### src/rcafb_regs.vh
// rcafb register offsets, field positions, reset values and timing counts
`ifndef RCAFB_REGS_VH
`define RCAFB_REGS_VH

// clock and timing
`define RCAFB_CLK_MHZ 25
`define RCAFB_ED_WIN_US 128
`define RCAFB_ED_CYC (`RCAFB_ED_WIN_US * `RCAFB_CLK_MHZ)
`define RCAFB_LQI_DLY_US 64
`define RCAFB_LQI_CYC (`RCAFB_LQI_DLY_US * `RCAFB_CLK_MHZ)
`define RCAFB_US_DIV `RCAFB_CLK_MHZ

// frame store and frame limits
`define RCAFB_STORE_BYTES 128
`define RCAFB_MIN_LEN 8'h05
`define RCAFB_MAX_LEN 8'h7F
`define RCAFB_CMD_DATA_REQ 8'h04
`define RCAFB_FT_BEACON 3'h0
`define RCAFB_FT_DATA 3'h1
`define RCAFB_FT_CMD 3'h3

// register offsets
`define RCAFB_CTRL_OFS 7'h00
`define RCAFB_DUAL_OFS 7'h01
`define RCAFB_STAT_OFS 7'h02
`define RCAFB_THR_OFS 7'h03
`define RCAFB_ED_OFS 7'h04
`define RCAFB_LQI_OFS 7'h05
`define RCAFB_LQIC_OFS 7'h06
`define RCAFB_RXLEN_OFS 7'h07
`define RCAFB_CFG_BASE 7'h08
`define RCAFB_TMR_OFS 7'h08
`define RCAFB_NETWORK_SET_ZERO_OFS 7'h0A
`define RCAFB_NETWORK_SET_ONE_OFS 7'h0C
`define RCAFB_SHORT0_OFS 7'h0E
`define RCAFB_SHORT1_OFS 7'h10
`define RCAFB_LONG0_OFS 7'h12
`define RCAFB_LONG1_OFS 7'h1A
`define RCAFB_CHI0_OFS 7'h22
`define RCAFB_CHF0_OFS 7'h23
`define RCAFB_CHI1_OFS 7'h25
`define RCAFB_CHF1_OFS 7'h26
`define RCAFB_CFG_LAST 7'h27
`define RCAFB_F(ofs) (8 * ((ofs) - `RCAFB_CFG_BASE))

// control register fields
`define RCAFB_CTRL_MODE 0
`define RCAFB_CTRL_OR 2
`define RCAFB_CTRL_CORR 3
`define RCAFB_CTRL_CONT 4
`define RCAFB_CTRL_PROM 5
`define RCAFB_CTRL_LOCK 6
`define RCAFB_CTRL_PEND 7
// dual register fields
`define RCAFB_DUAL_EN 0
`define RCAFB_DUAL_SEL 1
`define RCAFB_DUAL_CRD0 2
`define RCAFB_DUAL_CRD1 3

// reset values
`define RCAFB_CTRL_RST 8'h01
`define RCAFB_DUAL_RST 8'h00
`define RCAFB_THR_RST 8'h80

`endif

### src/rcafb_core.v
// rcafb: channel assessment, link quality, frame filter, frame store, dual network
`timescale 1ns/1ns
`include "rcafb_regs.vh"

module rcafb_core #(
    parameter ED_CYC = `RCAFB_ED_CYC,
    parameter LQI_CYC = `RCAFB_LQI_CYC,
    parameter US_DIV = `RCAFB_US_DIV
) (
    // clock and reset
    input wire ref_clk,
    input wire nrst,
    // host byte access, already synchronised by the serial front end
    input wire acc_start,
    input wire acc_buf,
    input wire [6:0] acc_addr,
    input wire acc_wr,
    input wire [7:0] acc_wdata,
    input wire acc_rd,
    output reg [7:0] acc_rdata,
    output reg acc_rvalid,
    // channel assessment
    input wire cca_req,
    input wire rx_ready,
    output wire rx_on,
    output reg cca_done,
    output reg cca_busy,
    // demodulator side
    input wire [7:0] rssi,
    input wire [7:0] corr_peak,
    input wire sig_detect,
    input wire preamble_det,
    input wire rx_start,
    input wire rx_byte_vld,
    input wire [7:0] rx_byte,
    input wire rx_end,
    input wire fcs_ok,
    // filter and acknowledge
    output reg frame_accept,
    output reg ack_req,
    output reg [7:0] ack_seq,
    output reg ack_pending,
    // under-run interrupt
    output wire underrun_irq,
    // dual network
    output wire active_net,
    output wire [7:0] chan_int,
    output wire [15:0] chan_frac
);

    localparam [19:0] ED_DIV = ED_CYC;
    localparam [11:0] ED_LAST = ED_CYC - 1;
    localparam [18:0] LQI_DIV = LQI_CYC;
    localparam [11:0] LQI_LAST = LQI_CYC - 1;
    localparam [4:0] US_LAST = US_DIV - 1;
    // assessment states, one-hot
    localparam [2:0] S_IDLE = 3'b001;
    localparam [2:0] S_WARM = 3'b010;
    localparam [2:0] S_MEAS = 3'b100;

    ////////////////////////////////////////////////////////////////////////////
    // registers
    reg [7:0] ctrl_reg;          // mode, combine, lqi source, lock, ...
    reg [7:0] dual_reg;          // dual enable, manual set, coordinator roles
    reg [7:0] thr_reg;           // energy threshold
    reg [7:0] ed_reg;            // last energy result
    reg [7:0] lqi_reg;           // final link quality
    reg [7:0] lqi_cont_reg;      // continuously updated link quality
    reg [7:0] rx_len_reg;        // received frame length
    reg [255:0] cfg_reg;         // timer, addresses, channels as bytes
    reg underrun_reg;            // sticky under-run
    reg [7:0] mem [0:`RCAFB_STORE_BYTES-1]; // shared frame store
    reg [6:0] ptr_reg;           // host access pointer
    reg tgt_buf_reg;             // pointer targets the frame store

    wire [1:0] cca_mode = ctrl_reg[`RCAFB_CTRL_MODE +: 2];
    wire prom = ctrl_reg[`RCAFB_CTRL_PROM];
    wire lock = ctrl_reg[`RCAFB_CTRL_LOCK];
    wire net = active_net;
    // shared timer period, then the fields of the selected parameter set
    wire [15:0] tmr_period = cfg_reg[`RCAFB_F(`RCAFB_TMR_OFS) +: 16];
    wire [15:0] pan_id = net ? cfg_reg[`RCAFB_F(`RCAFB_NETWORK_SET_ONE_OFS) +: 16]
                             : cfg_reg[`RCAFB_F(`RCAFB_NETWORK_SET_ZERO_OFS) +: 16];
    wire [15:0] short_addr = net ? cfg_reg[`RCAFB_F(`RCAFB_SHORT1_OFS) +: 16]
                                 : cfg_reg[`RCAFB_F(`RCAFB_SHORT0_OFS) +: 16];
    wire [63:0] long_addr = net ? cfg_reg[`RCAFB_F(`RCAFB_LONG1_OFS) +: 64]
                                : cfg_reg[`RCAFB_F(`RCAFB_LONG0_OFS) +: 64];
    wire coord = net ? dual_reg[`RCAFB_DUAL_CRD1] : dual_reg[`RCAFB_DUAL_CRD0];
    assign chan_int = net ? cfg_reg[`RCAFB_F(`RCAFB_CHI1_OFS) +: 8]
                          : cfg_reg[`RCAFB_F(`RCAFB_CHI0_OFS) +: 8];
    assign chan_frac = net ? cfg_reg[`RCAFB_F(`RCAFB_CHF1_OFS) +: 16]
                           : cfg_reg[`RCAFB_F(`RCAFB_CHF0_OFS) +: 16];

    ////////////////////////////////////////////////////////////////////////////
    // receive parsing state
    reg rx_busy_reg;             // between frame start and end
    reg [7:0] idx_reg;           // index of next received byte
    reg [15:0] fcf_reg;          // frame control field
    reg [15:0] dpan_reg;         // destination network id
    reg [63:0] daddr_reg;        // destination address, little-endian fill
    reg [7:0] cmd_reg;           // first payload byte
    reg [7:0] seq_reg;           // sequence byte of the frame in progress

    wire [1:0] dm = fcf_reg[11:10];
    wire [1:0] sm = fcf_reg[15:14];
    wire [2:0] ftype = fcf_reg[2:0];
    wire [7:0] dlen = (dm == 2'd3) ? 8'h08 : ((dm == 2'd2) ? 8'h02 : 8'h00);
    wire [7:0] slen = (sm == 2'd3) ? 8'h08 : ((sm == 2'd2) ? 8'h02 : 8'h00);
    wire [7:0] dhdr = (dm != 2'd0) ? (8'h02 + dlen) : 8'h00;
    wire [7:0] shdr = (sm != 2'd0) ? ((fcf_reg[6] ? 8'h00 : 8'h02) + slen) : 8'h00;
    wire [7:0] cmd_pos = 8'h04 + dhdr + shdr;
    wire [7:0] daddr_end = 8'h06 + dlen;

    // address and role checks against the active set
    wire pan_ok = (dpan_reg == pan_id) || (dpan_reg == 16'hFFFF);
    wire dst_ok = (dm == 2'd2) ? ((daddr_reg[63:48] == short_addr) ||
                                  (daddr_reg[63:48] == 16'hFFFF))
                               : (daddr_reg == long_addr);
    wire noaddr_ok = (ftype == `RCAFB_FT_BEACON) ||
                     (coord && ((ftype == `RCAFB_FT_DATA) || (ftype == `RCAFB_FT_CMD)));
    wire addr_ok = (dm == 2'd0) ? noaddr_ok : ((dm != 2'd1) && pan_ok && dst_ok);
    wire len_ok = (rx_len_reg >= `RCAFB_MIN_LEN) && (rx_len_reg <= `RCAFB_MAX_LEN);
    wire pass = fcs_ok && len_ok && (prom || addr_ok);
    wire data_poll = (ftype == `RCAFB_FT_CMD) && (cmd_reg == `RCAFB_CMD_DATA_REQ);

    ////////////////////////////////////////////////////////////////////////////
    // frame store write port selection
    wire host_buf_wr = acc_wr && tgt_buf_reg;
    wire [7:0] lqi_addr = rx_len_reg + 8'h01;
    wire rx_data_we = rx_byte_vld && rx_busy_reg && !lock &&
                      (idx_reg != 8'h00) && !idx_reg[7];
    // lqi byte after last frame byte, dropped if it would overflow
    wire rx_lqi_we = rx_end && rx_busy_reg && !lock && !lqi_addr[7];

    // host has priority; a same-cycle receive byte is dropped
    // single shared store
    always @(posedge ref_clk) begin
        if (host_buf_wr) begin
            mem[ptr_reg] <= acc_wdata;
        end else if (rx_data_we) begin
            mem[idx_reg[6:0]] <= rx_byte;
        end else if (rx_lqi_we) begin
            mem[lqi_addr[6:0]] <= lqi_reg;
        end
    end

    ////////////////////////////////////////////////////////////////////////////
    // host pointer, register writes, sticky under-run
    wire [6:0] cfg_idx = ptr_reg - `RCAFB_CFG_BASE;
    wire reg_wr = acc_wr && !tgt_buf_reg;
    wire stat_rd = acc_rd && !tgt_buf_reg && (ptr_reg == `RCAFB_STAT_OFS);
    // reading ahead of the receive writer is an under-run
    wire underrun_ev = acc_rd && tgt_buf_reg && rx_busy_reg &&
                       ({1'b0, ptr_reg} >= idx_reg);

    always @(posedge ref_clk) begin
        if (!nrst) begin
            ptr_reg <= 7'h00;
            tgt_buf_reg <= 1'b0;
            ctrl_reg <= `RCAFB_CTRL_RST;
            dual_reg <= `RCAFB_DUAL_RST;
            thr_reg <= `RCAFB_THR_RST;
            cfg_reg <= 256'h0;
            underrun_reg <= 1'b0;
        end else begin
            // start loads pointer, each access advances it
            if (acc_start) begin
                ptr_reg <= acc_addr;
                tgt_buf_reg <= acc_buf;
            end else if (acc_wr || acc_rd) begin
                ptr_reg <= ptr_reg + 7'h01;
            end
            // writable registers; read-only ones ignore writes
            if (reg_wr) begin
                if (ptr_reg == `RCAFB_CTRL_OFS) begin
                    ctrl_reg <= acc_wdata;
                end else if (ptr_reg == `RCAFB_DUAL_OFS) begin
                    dual_reg <= acc_wdata;
                end else if (ptr_reg == `RCAFB_THR_OFS) begin
                    thr_reg <= acc_wdata;
                end else if ((ptr_reg >= `RCAFB_CFG_BASE) && (ptr_reg <= `RCAFB_CFG_LAST)) begin
                    cfg_reg[8 * cfg_idx[4:0] +: 8] <= acc_wdata;
                end
            end
            if (underrun_ev) begin
                underrun_reg <= 1'b1;
            end else if (stat_rd) begin
                underrun_reg <= 1'b0;
            end
        end
    end
    assign underrun_irq = underrun_reg;

    ////////////////////////////////////////////////////////////////////////////
    // read data mux, registered one cycle after the read strobe
    reg [7:0] rd_mux;
    always @* begin
        rd_mux = 8'h00;
        if (tgt_buf_reg) begin
            rd_mux = mem[ptr_reg];
        end else if (ptr_reg == `RCAFB_CTRL_OFS) begin
            rd_mux = ctrl_reg;
        end else if (ptr_reg == `RCAFB_DUAL_OFS) begin
            rd_mux = dual_reg;
        end else if (ptr_reg == `RCAFB_STAT_OFS) begin
            rd_mux = {4'h0, rx_busy_reg, underrun_reg, cca_busy, active_net};
        end else if (ptr_reg == `RCAFB_THR_OFS) begin
            rd_mux = thr_reg;
        end else if (ptr_reg == `RCAFB_ED_OFS) begin
            rd_mux = ed_reg;
        end else if (ptr_reg == `RCAFB_LQI_OFS) begin
            rd_mux = lqi_reg;
        end else if (ptr_reg == `RCAFB_LQIC_OFS) begin
            rd_mux = lqi_cont_reg;
        end else if (ptr_reg == `RCAFB_RXLEN_OFS) begin
            rd_mux = rx_len_reg;
        end else if (ptr_reg <= `RCAFB_CFG_LAST) begin
            rd_mux = cfg_reg[8 * cfg_idx[4:0] +: 8];
        end
    end

    always @(posedge ref_clk) begin
        if (!nrst) begin
            acc_rdata <= 8'h00;
            acc_rvalid <= 1'b0;
        end else begin
            acc_rvalid <= acc_rd;
            if (acc_rd) begin
                acc_rdata <= rd_mux;
            end
        end
    end

    ////////////////////////////////////////////////////////////////////////////
    // clear channel assessment and energy detection
    reg [2:0] cca_st;
    reg [11:0] ed_cnt;
    reg [19:0] ed_sum;
    reg sig_seen;
    wire [19:0] ed_sum_next = ed_sum + {12'h000, rssi};
    wire [19:0] ed_mean = ed_sum_next / ED_DIV;
    wire busy1 = ed_mean[7:0] > thr_reg;
    wire busy2 = sig_seen || sig_detect;
    wire busy3 = ctrl_reg[`RCAFB_CTRL_OR] ? (busy1 || busy2) : (busy1 && busy2);
    assign rx_on = (cca_st != S_IDLE);

    always @(posedge ref_clk) begin
        if (!nrst) begin
            cca_st <= S_IDLE;
            ed_cnt <= 12'h000;
            ed_sum <= 20'h00000;
            sig_seen <= 1'b0;
            ed_reg <= 8'h00;
            cca_done <= 1'b0;
            cca_busy <= 1'b0;
        end else begin
            cca_done <= 1'b0;
            case (cca_st)
                S_IDLE: begin
                    // request first warms the receiver up
                    if (cca_req) begin
                        cca_st <= S_WARM;
                    end
                end
                S_WARM: begin
                    ed_cnt <= 12'h000;
                    ed_sum <= 20'h00000;
                    sig_seen <= 1'b0;
                    if (rx_ready) begin
                        cca_st <= S_MEAS;
                    end
                end
                S_MEAS: begin
                    ed_sum <= ed_sum_next;
                    ed_cnt <= ed_cnt + 12'h001;
                    if (sig_detect) begin
                        sig_seen <= 1'b1;
                    end
                    if (ed_cnt == ED_LAST) begin
                        ed_reg <= ed_mean[7:0];
                        cca_done <= 1'b1;
                        cca_st <= S_IDLE;
                        if (cca_mode == 2'd2) begin
                            cca_busy <= busy2;
                        end else if (cca_mode == 2'd3) begin
                            cca_busy <= busy3;
                        end else begin
                            cca_busy <= busy1;
                        end
                    end
                end
                default: begin
                    cca_st <= S_IDLE;
                end
            endcase
        end
    end

    ////////////////////////////////////////////////////////////////////////////
    // link quality
    reg lqi_run;
    reg [11:0] lqi_cnt;
    reg [18:0] lqi_sum;
    reg [7:0] lqi_max;
    wire [18:0] lqi_sum_next = lqi_sum + {11'h000, rssi};
    wire [18:0] lqi_mean = lqi_sum_next / LQI_DIV;
    wire [7:0] lqi_max_next = (corr_peak > lqi_max) ? corr_peak : lqi_max;

    always @(posedge ref_clk) begin
        if (!nrst) begin
            lqi_run <= 1'b0;
            lqi_cnt <= 12'h000;
            lqi_sum <= 19'h00000;
            lqi_max <= 8'h00;
            lqi_reg <= 8'h00;
            lqi_cont_reg <= 8'h00;
        end else begin
            if (preamble_det) begin
                lqi_run <= 1'b1;
                lqi_cnt <= 12'h000;
                lqi_sum <= 19'h00000;
                lqi_max <= 8'h00;
            end else if (lqi_run) begin
                lqi_sum <= lqi_sum_next;
                lqi_max <= lqi_max_next;
                lqi_cnt <= lqi_cnt + 12'h001;
                // final value after the fixed delay
                if (lqi_cnt == LQI_LAST) begin
                    lqi_run <= 1'b0;
                    lqi_reg <= ctrl_reg[`RCAFB_CTRL_CORR] ? lqi_max_next : lqi_mean[7:0];
                end
            end
            // refresh from rssi through the frame
            if (ctrl_reg[`RCAFB_CTRL_CONT] && rx_busy_reg) begin
                lqi_cont_reg <= rssi;
            end
        end
    end

    ////////////////////////////////////////////////////////////////////////////
    // frame parsing, filtering and acknowledge request
    always @(posedge ref_clk) begin
        if (!nrst) begin
            rx_busy_reg <= 1'b0;
            idx_reg <= 8'h00;
            rx_len_reg <= 8'h00;
            fcf_reg <= 16'h0000;
            dpan_reg <= 16'h0000;
            daddr_reg <= 64'h0;
            cmd_reg <= 8'h00;
            seq_reg <= 8'h00;
            frame_accept <= 1'b0;
            ack_req <= 1'b0;
            ack_seq <= 8'h00;
            ack_pending <= 1'b0;
        end else begin
            frame_accept <= 1'b0;
            ack_req <= 1'b0;
            if (rx_start) begin
                rx_busy_reg <= 1'b1;
                idx_reg <= 8'h00;
            end else if (rx_end && rx_busy_reg) begin
                rx_busy_reg <= 1'b0;
                frame_accept <= pass;
                if (pass && !prom && fcf_reg[5]) begin
                    ack_req <= 1'b1;
                    // sequence moves only with its request, never mid-frame
                    ack_seq <= seq_reg;
                    ack_pending <= data_poll && ctrl_reg[`RCAFB_CTRL_PEND];
                end
            end else if (rx_byte_vld && rx_busy_reg) begin
                idx_reg <= idx_reg + 8'h01;
                // length goes to its own register
                if (idx_reg == 8'h00) begin
                    rx_len_reg <= rx_byte;
                end else if (idx_reg == 8'h01) begin
                    fcf_reg[7:0] <= rx_byte;
                end else if (idx_reg == 8'h02) begin
                    fcf_reg[15:8] <= rx_byte;
                end else if (idx_reg == 8'h03) begin
                    seq_reg <= rx_byte;
                end else if (idx_reg == 8'h04) begin
                    dpan_reg[7:0] <= rx_byte;
                end else if (idx_reg == 8'h05) begin
                    dpan_reg[15:8] <= rx_byte;
                end else if (idx_reg < daddr_end) begin
                    daddr_reg <= {rx_byte, daddr_reg[63:8]};
                end
                if (idx_reg == cmd_pos) begin
                    cmd_reg <= rx_byte;
                end
            end
        end
    end

    ////////////////////////////////////////////////////////////////////////////
    // dual network switching on a microsecond tick
    reg [4:0] us_cnt;
    reg [15:0] tmr_cnt;
    reg net_reg;
    wire us_tick = (us_cnt == US_LAST);
    assign active_net = net_reg;

    always @(posedge ref_clk) begin
        if (!nrst) begin
            us_cnt <= 5'h00;
            tmr_cnt <= 16'h0000;
            net_reg <= 1'b0;
        end else begin
            us_cnt <= us_tick ? 5'h00 : (us_cnt + 5'h01);
            // timer alternates the sets when enabled
            if (!dual_reg[`RCAFB_DUAL_EN]) begin
                net_reg <= dual_reg[`RCAFB_DUAL_SEL];
                tmr_cnt <= 16'h0000;
            end else if (us_tick) begin
                if ((tmr_cnt + 16'h0001) >= tmr_period) begin
                    tmr_cnt <= 16'h0000;
                    net_reg <= !net_reg;
                end else begin
                    tmr_cnt <= tmr_cnt + 16'h0001;
                end
            end
        end
    end

endmodule

### config.mk
export PLATFORM = sky130hd
export DESIGN_NAME = rcafb_core
export DESIGN_NICKNAME = d
export VERILOG_FILES = /design/src/rcafb_core.v
export VERILOG_INCLUDE_DIRS = /design/src
export SDC_FILE = /design/constraint.sdc
export NUM_CORES = 2
export LEC_CHECK = 0
export BUFFER_PORTS_ARGS = -buffer_cell sky130_fd_sc_hd__buf_2
export CORE_ASPECT_RATIO = 2
export CORE_UTILIZATION = 30
export DETAILED_ROUTE_END_ITERATION = 8
export PLACE_DENSITY = 0.56
export RECOVER_POWER = 50
export REMOVE_ABC_BUFFERS = 1
export SETUP_SLACK_MARGIN = 0.02
export SLEW_MARGIN = 40
export SYNTH_ARGS = -nofsm -noshare
export SYNTH_HDL_FRONTEND = slang
export SYNTH_SLANG_ARGS = --single-unit
### constraint.sdc
create_clock -name ref_clk -period 11.9 [get_ports ref_clk]
set_input_delay 0.595 -clock ref_clk [delete_from_list [all_inputs] [get_ports ref_clk]]
set_output_delay 0.595 -clock ref_clk [all_outputs]
set_load 0.02 [all_outputs]
* Word-level counts from Yosys, hierarchy flattened
Memory sizes are Yosys's and may differ from the RTL's. A register that Yosys moved wholly into a read port is not among the register bits. Cells that the tools add are included.
Word-level totals: register bits 561, bits in writable memories 1024, bits of input ports 53, memories kept 1
Memories:
- mem | depth 128, width 8, rd ports 1, clocked after memory_dff 1, write ports 1, RTL line rcafb_core.v:72 | reg [7:0] mem [0:`RCAFB_STORE_BYTES-1];
Operators by class: add/subtract/negate cells 16, divide/modulo/power cells 2, magnitude comparators 9, eq/ne operators 41, shift-type cells 3, muxes and demuxes 71, bitwise operators 13, reductions and logical operators 79
Operator list (number):
- 256-bit bitwise mux | 1
- 8-bit by 34-bit variable shift with 256-bit output, first input constant | 1
- 256-bit by 9-bit variable part select with 8-bit output | 1
- 8-bit by 34-bit variable part select with 256-bit output | 1
- 8-bit two-way mux | 15
- 64-bit equality test | 1
- 16-bit two-way mux | 4
- 64-bit two-way mux | 1
- 7-bit two-way mux | 6
- 20-bit one-hot mux with 2 select lines | 1
- 8-bit negator with 34-bit output | 1
- 16-bit equality test | 2
- 16-bit equality test, second input constant | 2
- 1-bit two-way mux | 30
- 7-bit by 3-bit equality test with 1-bit output, second input constant | 4
- 1-bit logical AND | 27
- 12-bit by 1-bit adder with 12-bit output, second input constant | 2
- 8-bit by 3-bit equality test with 1-bit output, second input constant | 3
- 12-bit one-hot mux with 2 select lines | 1
- 20-bit by 8-bit adder with 20-bit output | 1
- 20-bit by 12-bit divider with 20-bit output, second input constant | 1
- 19-bit by 8-bit adder with 19-bit output | 1
- 19-bit by 11-bit divider with 19-bit output, second input constant | 1
- 16-bit by 1-bit adder with 16-bit output, second input constant | 1
- other kinds (59) | 125

* Logic depth before layout (Yosys ltp)
word-level depth 12, mapped depth 40, gate-level depth less buffers 39

* Worst setup path after synthesis
Ideal clock, no wire load.
path kind input to register, start input port rssi[0], end register cca_busy, data arrival time 7.753 ns, slack 4.007 ns, stages 39, path buffers 0, path through ha_1 fa_1 a211oi_1 o211ai_2 nand3_1 xor2_1 nor2_1 o211a_1 o21ai_1 mux2_2 mux2i_1 a31o_2 o21bai_4 o21a_4 inv_2 o31ai_4 xnor2_2 a311o_1 (+3 left out) and3b_1 nor2_1 a311o_1 nand2b_1 ha_1 nor2b_1 o21ai_0 nand2b_1 a21oi_1 nor2b_1 o21ai_0 nand2b_1 a21oi_1 nor2b_1 o22ai_1 a21oi_1 o31ai_1 a211oi_1
On the way: longest elaborated chain between the ends 7, elaborated cells between the ends (all ways) 8, classes of those cells 1 x add/sub; 1 x div; 1 x order compare; 3 x mux; 2 x reduce/logical
Ends and longest elaborated chain:
- start, declared | RTL line rcafb_core.v:29 | input wire [7:0] rssi,
- 20-bit by 8-bit adder with 20-bit output * | RTL line rcafb_core.v:240 | wire [19:0] ed_sum_next = ed_sum + {12'h000, rssi};
- 20-bit by 12-bit divider with 20-bit output * | RTL line rcafb_core.v:241 | wire [19:0] ed_mean = ed_sum_next / ED_DIV;
- named net ed_mean[4] | RTL line rcafb_core.v:241
- 8-bit > comparator * | RTL line rcafb_core.v:242 | wire busy1 = ed_mean[7:0] > thr_reg;
- 1-bit logical AND or 1-bit logical OR (tied branches) | RTL line rcafb_core.v:244 | wire busy3 = ctrl_reg[`RCAFB_CTRL_OR] ? (busy1 || busy2) : (busy1 && busy2);
- 1-bit two-way mux | RTL line rcafb_core.v:244
- 1-bit two-way mux * | RTL line rcafb_core.v:285 | end else if (cca_mode == 2'd3) begin
- 1-bit two-way mux * | RTL line rcafb_core.v:283 | if (cca_mode == 2'd2) begin
- end signal, assigned | RTL line rcafb_core.v:284 | cca_busy <= busy2;
- end signal, assigned | RTL line rcafb_core.v:286 | cca_busy <= busy3;
- end signal, assigned | RTL line rcafb_core.v:288 | cca_busy <= busy1;
- end, declared | RTL line rcafb_core.v:27 | output reg cca_busy,
The timed path passes the listed nets; every way through them passes the cells marked *. A chain may end at the register's enable or synchronous reset.

* Final worst setup path
start register ed_sum[0], end register cca_busy
On the way: longest elaborated chain between the ends 7, elaborated cells between the ends (all ways) 8, classes of those cells 1 x add/sub; 1 x div; 1 x order compare; 3 x mux; 2 x reduce/logical
Ends and longest elaborated chain:
- start, declared | RTL line rcafb_core.v:238 | reg [19:0] ed_sum;
- start signal, assigned | RTL line rcafb_core.v:274 | ed_sum <= ed_sum_next;
- 20-bit by 8-bit adder with 20-bit output * | RTL line rcafb_core.v:240
- 20-bit by 12-bit divider with 20-bit output * | RTL line rcafb_core.v:241
- named net ed_mean[2] | RTL line rcafb_core.v:241
- 8-bit > comparator * | RTL line rcafb_core.v:242
- 1-bit logical AND or 1-bit logical OR (tied branches) | RTL line rcafb_core.v:244
- 1-bit two-way mux | RTL line rcafb_core.v:244
- 1-bit two-way mux * | RTL line rcafb_core.v:285
- 1-bit two-way mux * | RTL line rcafb_core.v:283
Marks and branches as above.

==> implementation parameters <==
Parameter                              Value

CTS
  Post-cts repair resize count    0
  Number of setup buffers added after CTS    0
  Clock buffer count from CTS    147
  Clock latency at the later pin of the worst-skew pair    810 ps
  CTS tree    done
  Reg clk slew, reported paths    70 ps
  Clock root buffer    clkbuf_16
  Clock sink count    1586
  Number of buffers on the longest clock path    4
  Count of hold buffers inserted by post-cts repair    0
  CTS HTree Levels    4

Die
  Die area    244000 µm²
  Placement Rows    255
  Die W    350 µm
  Core outline area    241000 µm²
  Starting utilization of the core area    0.302
  Die Y-Extent    698 µm
  IO Pins    102

Setup path
  Highest net fanout along the worst path    10
  Kind of end point of the critical path    flip-flop
  Startpoint types    flip-flop
  CP delay by family, top    compound AO/OA/AOI/OAI gates
  Sum of buffers and inverters on the critical path    0
  Largest stage delay on the critical path    620 ps
  Slowest cell on the critical path    xor2_1
  Data required time of the critical path    12440 ps
  Reg2reg start    ed_sum[0]
  Signal arrival time at the worst endpoint    9800 ps
  Startpoint-to-endpoint class of the critical path    flip-flop to flip-flop
  Count of cells along the worst register-to-register path    38
  R2r endpoint    cca_busy
  Slack of the worst reg-to-reg path    2640 ps

Finish
  Area taken by multi-input logic gates    29400 µm²
  Final #Nets    5713
  Sequential cell area    42000 µm²
  Area added between synthesis and finish    12.0%
  Commonest non-fill, non-tap cells in the layout    edfxtp_1, nor2_1, dfxtp_1, mux4_2, a21oi_1
  Max reg flops    1024
  Commonest non-fill, non-tap cell in the layout    edfxtp_1
  Filler-free cell count of the finished design    8887
  Share of cells above drive strength 1    0.170
  Final Util    0.338
  Number of inserted filler cells in the final layout    23.4k

Logic synthesis
  Adder-cell area share of the yosys netlist    0.0159
  Gate count after technology mapping    5599
  Portion of synthesized cell area occupied by the leading cell type    0.423
  Mux cell area share after synthesis    0.175
  Area contributors post-synth    edfxtp_1, dfxtp_1, mux4_2
  Xor and xnor fraction of the mapped netlist area    0.0261
  Area fraction in compound gates after synthesis    0.0763
  Simple-gate share of the synthesized area    0.105
  Cell area after technology mapping    72700 µm²
  Library cells used by synthesis    129
  Total of flip-flops plus latches after synthesis    1586
  Sequential share of the synthesized area    0.578
  Most used DFF post-synth    edfxtp_1
  Average footprint of a synthesized cell    13.0 µm²
  Largest area contributor in the netlist    edfxtp_1
  Number of enable-type register cells in the synthesized netlist    1024
  Syn. warnings    0
  Main combinational cell family by area after synthesis    multiplexers
  FFs w/ async S/R, synth    0

Pwr
  Sw power    2770 µW
  Cell-internal power    8820 µW
  Logic pwr share    0.078
  Worst voltage drop across the vdd grid    0.000119 V
  Switching part of the total power    0.239
  Clock share of power    0.407
  Sequential share of power    0.514
  Pwr Density    142 nW/µm²
  Static leakage    0.0259 µW

Detailed routing
  Total vias in the final route    47.5k
  Post-route DRC    0
  Routed wire per std cell    25.3 µm
  Number of DRC markers in iteration 0    3898
  DR pass1 iterations    6
  Routed WL    225000 µm
  Post-DRT Antenna Nets    0
  Drt via density    5.34

GRT
  Total routing usage reported by global routing    0.180
  Antenna violations before repair    5
  Pin count of the biggest net entering global routing    131
  Leftover overflow at the end of global routing    0
  Global-route wire length before repair    326000 µm
  Vias in the first global route    47.8k

Placement
  Total half-perimeter wirelength after legalization and detailed placement    156000 µm
  Worst-case setup slack after placement    2440 ps
  Count of input and output buffers    101
  Number of cells in the design after placement    8632
  Weighted congestion reported at the end of routability-driven placement    0.912

Worst hold path
  Hold-critical path endpoint    tgt_buf_reg
  Startpoint of the worst hold path    acc_buf
  WHS Path Cells    3
  Kind of path behind the tightest hold check    primary input to flip-flop

STA
  Final critical path time including I/O delays and setup    9260 ps
  Fin crit share    0.778
  Setup ws final    2640 ps
  Worst slew pin tran    4640 ps
  Worst-case headroom to the max-slew limit    -2.09
  Highest clock rate    108 MHz
  Number of endpoints failing setup at the final stage    0
  Final slew viol count    1310
  Unrepaired setup endpoints after global routing    no
  Final worst clock skew    68.6 ps
  Sum of negative setup slack    0 ps
  Final-report hold violation count    0

Outcome
  Result of the run    complete, but fails checks
  Failing checks    max-capacitance violations, max-slew violations

Job
  Maximum Capacitance Violations    23
[layout make-up]
type,instances,share of cell area
inverters,77,0.00358
flip-flops and latches,1586,0.516
clock inverters,59,0.00707
diodes,5,0.000154
well taps,3212,0.0494
multi-input cells,3578,0.360
clock buffers,187,0.0495
repair buffers,183,0.0138
[metrics by stage]
step | power [µW] | hold slack [ps] | cell area (µm²)
2_1_floorplan | 6710 | 430 | 71300
4_1_cts | 11700 | 27.7 | 81500
3_5_place_dp | 6990 | 447 | 76900
5_1_grt | 11900 | 86.9 | 81400
3_3_place_gp | 6970 | 441 | 76600
6_report | 11600 | 63.0 | 81400
[kinds of logic after synthesis]
logic type,Yosys count
AOI/OAI and AO/OA,859
buffers and inverters,435
muxes,748
and+or+nand+nor,1667
DFF,1586
adders and majority gates,91
xor gates and xnor gates,213
[synthesized netlist by cell type (10+ instances only)]
library cell,count
a211oi_1,42
a22oi_1,29
and2_1,20
buf_1,61
and3_1,33
nor2b_1,27
mux4_2,416
dfxtp_1,562
nand2_1,262
a21o_1,23
nand4_1,50
xor2_1,129
mux2_2,43
nand3_1,89
ha_1,84
edfxtp_1,1024
xnor2_1,80
nor2_1,752
inv_1,74
o31ai_1,10
mux2i_1,286
nor3_1,259
o21ai_0,111
a31oi_1,14
clkbuf_1,276
or3_1,31
buf_2,13
nand2b_1,25
nand3b_1,14
o211ai_1,40
a21oi_1,409
nor4_1,42
o21a_1,16
[power groups by stage]
stage / clock (µW) / sequential [µW] / combinational [µW]
floorplan: 0 / 6150 / 566
global placement: 0 / 6080 / 891
detailed placement: 0 / 6070 / 919
CTS: 4810 / 5950 / 921
global route: 4980 / 5960 / 953
finish: 4720 / 5960 / 907
[worst reg2reg max path: cells and delay by family (launching register included)]
kind,cells,cell delay [ps]
XOR/XNOR,2,1200
multiplexers,2,730
AO/OA/AOI/OAI,19,4040
flip-flops,1,320
AND/OR/NAND/NOR,11,1460
adder cells (fa/ha/maj),4,1260
[worst max-delay path by stage]
stage / start / to / slack, ps / cells after the start
after detailed placement: rssi[0] / cca_busy / 2440 / 40
after CTS: ed_sum[0] / cca_busy / 2880 / 39
final: ed_sum[0] / cca_busy / 2640 / 38
after global placement: rssi[7] / cca_busy / 2430 / 38
after global routing: ed_sum[0] / cca_busy / 1750 / 38
after floorplan: flip-flop / acc_rdata[0] / -1090 / 6
[per-layer routing]
metal	global-route usage	up-vias	routed length, µm
met3	0.0201	505	10800
met1	0.192	24200	78500
met5	0	-	0
met4	0.105	0	14700
li1	-	21200	-
met2	0.339	1624	121000
Power figures use the tool's default switching activity.
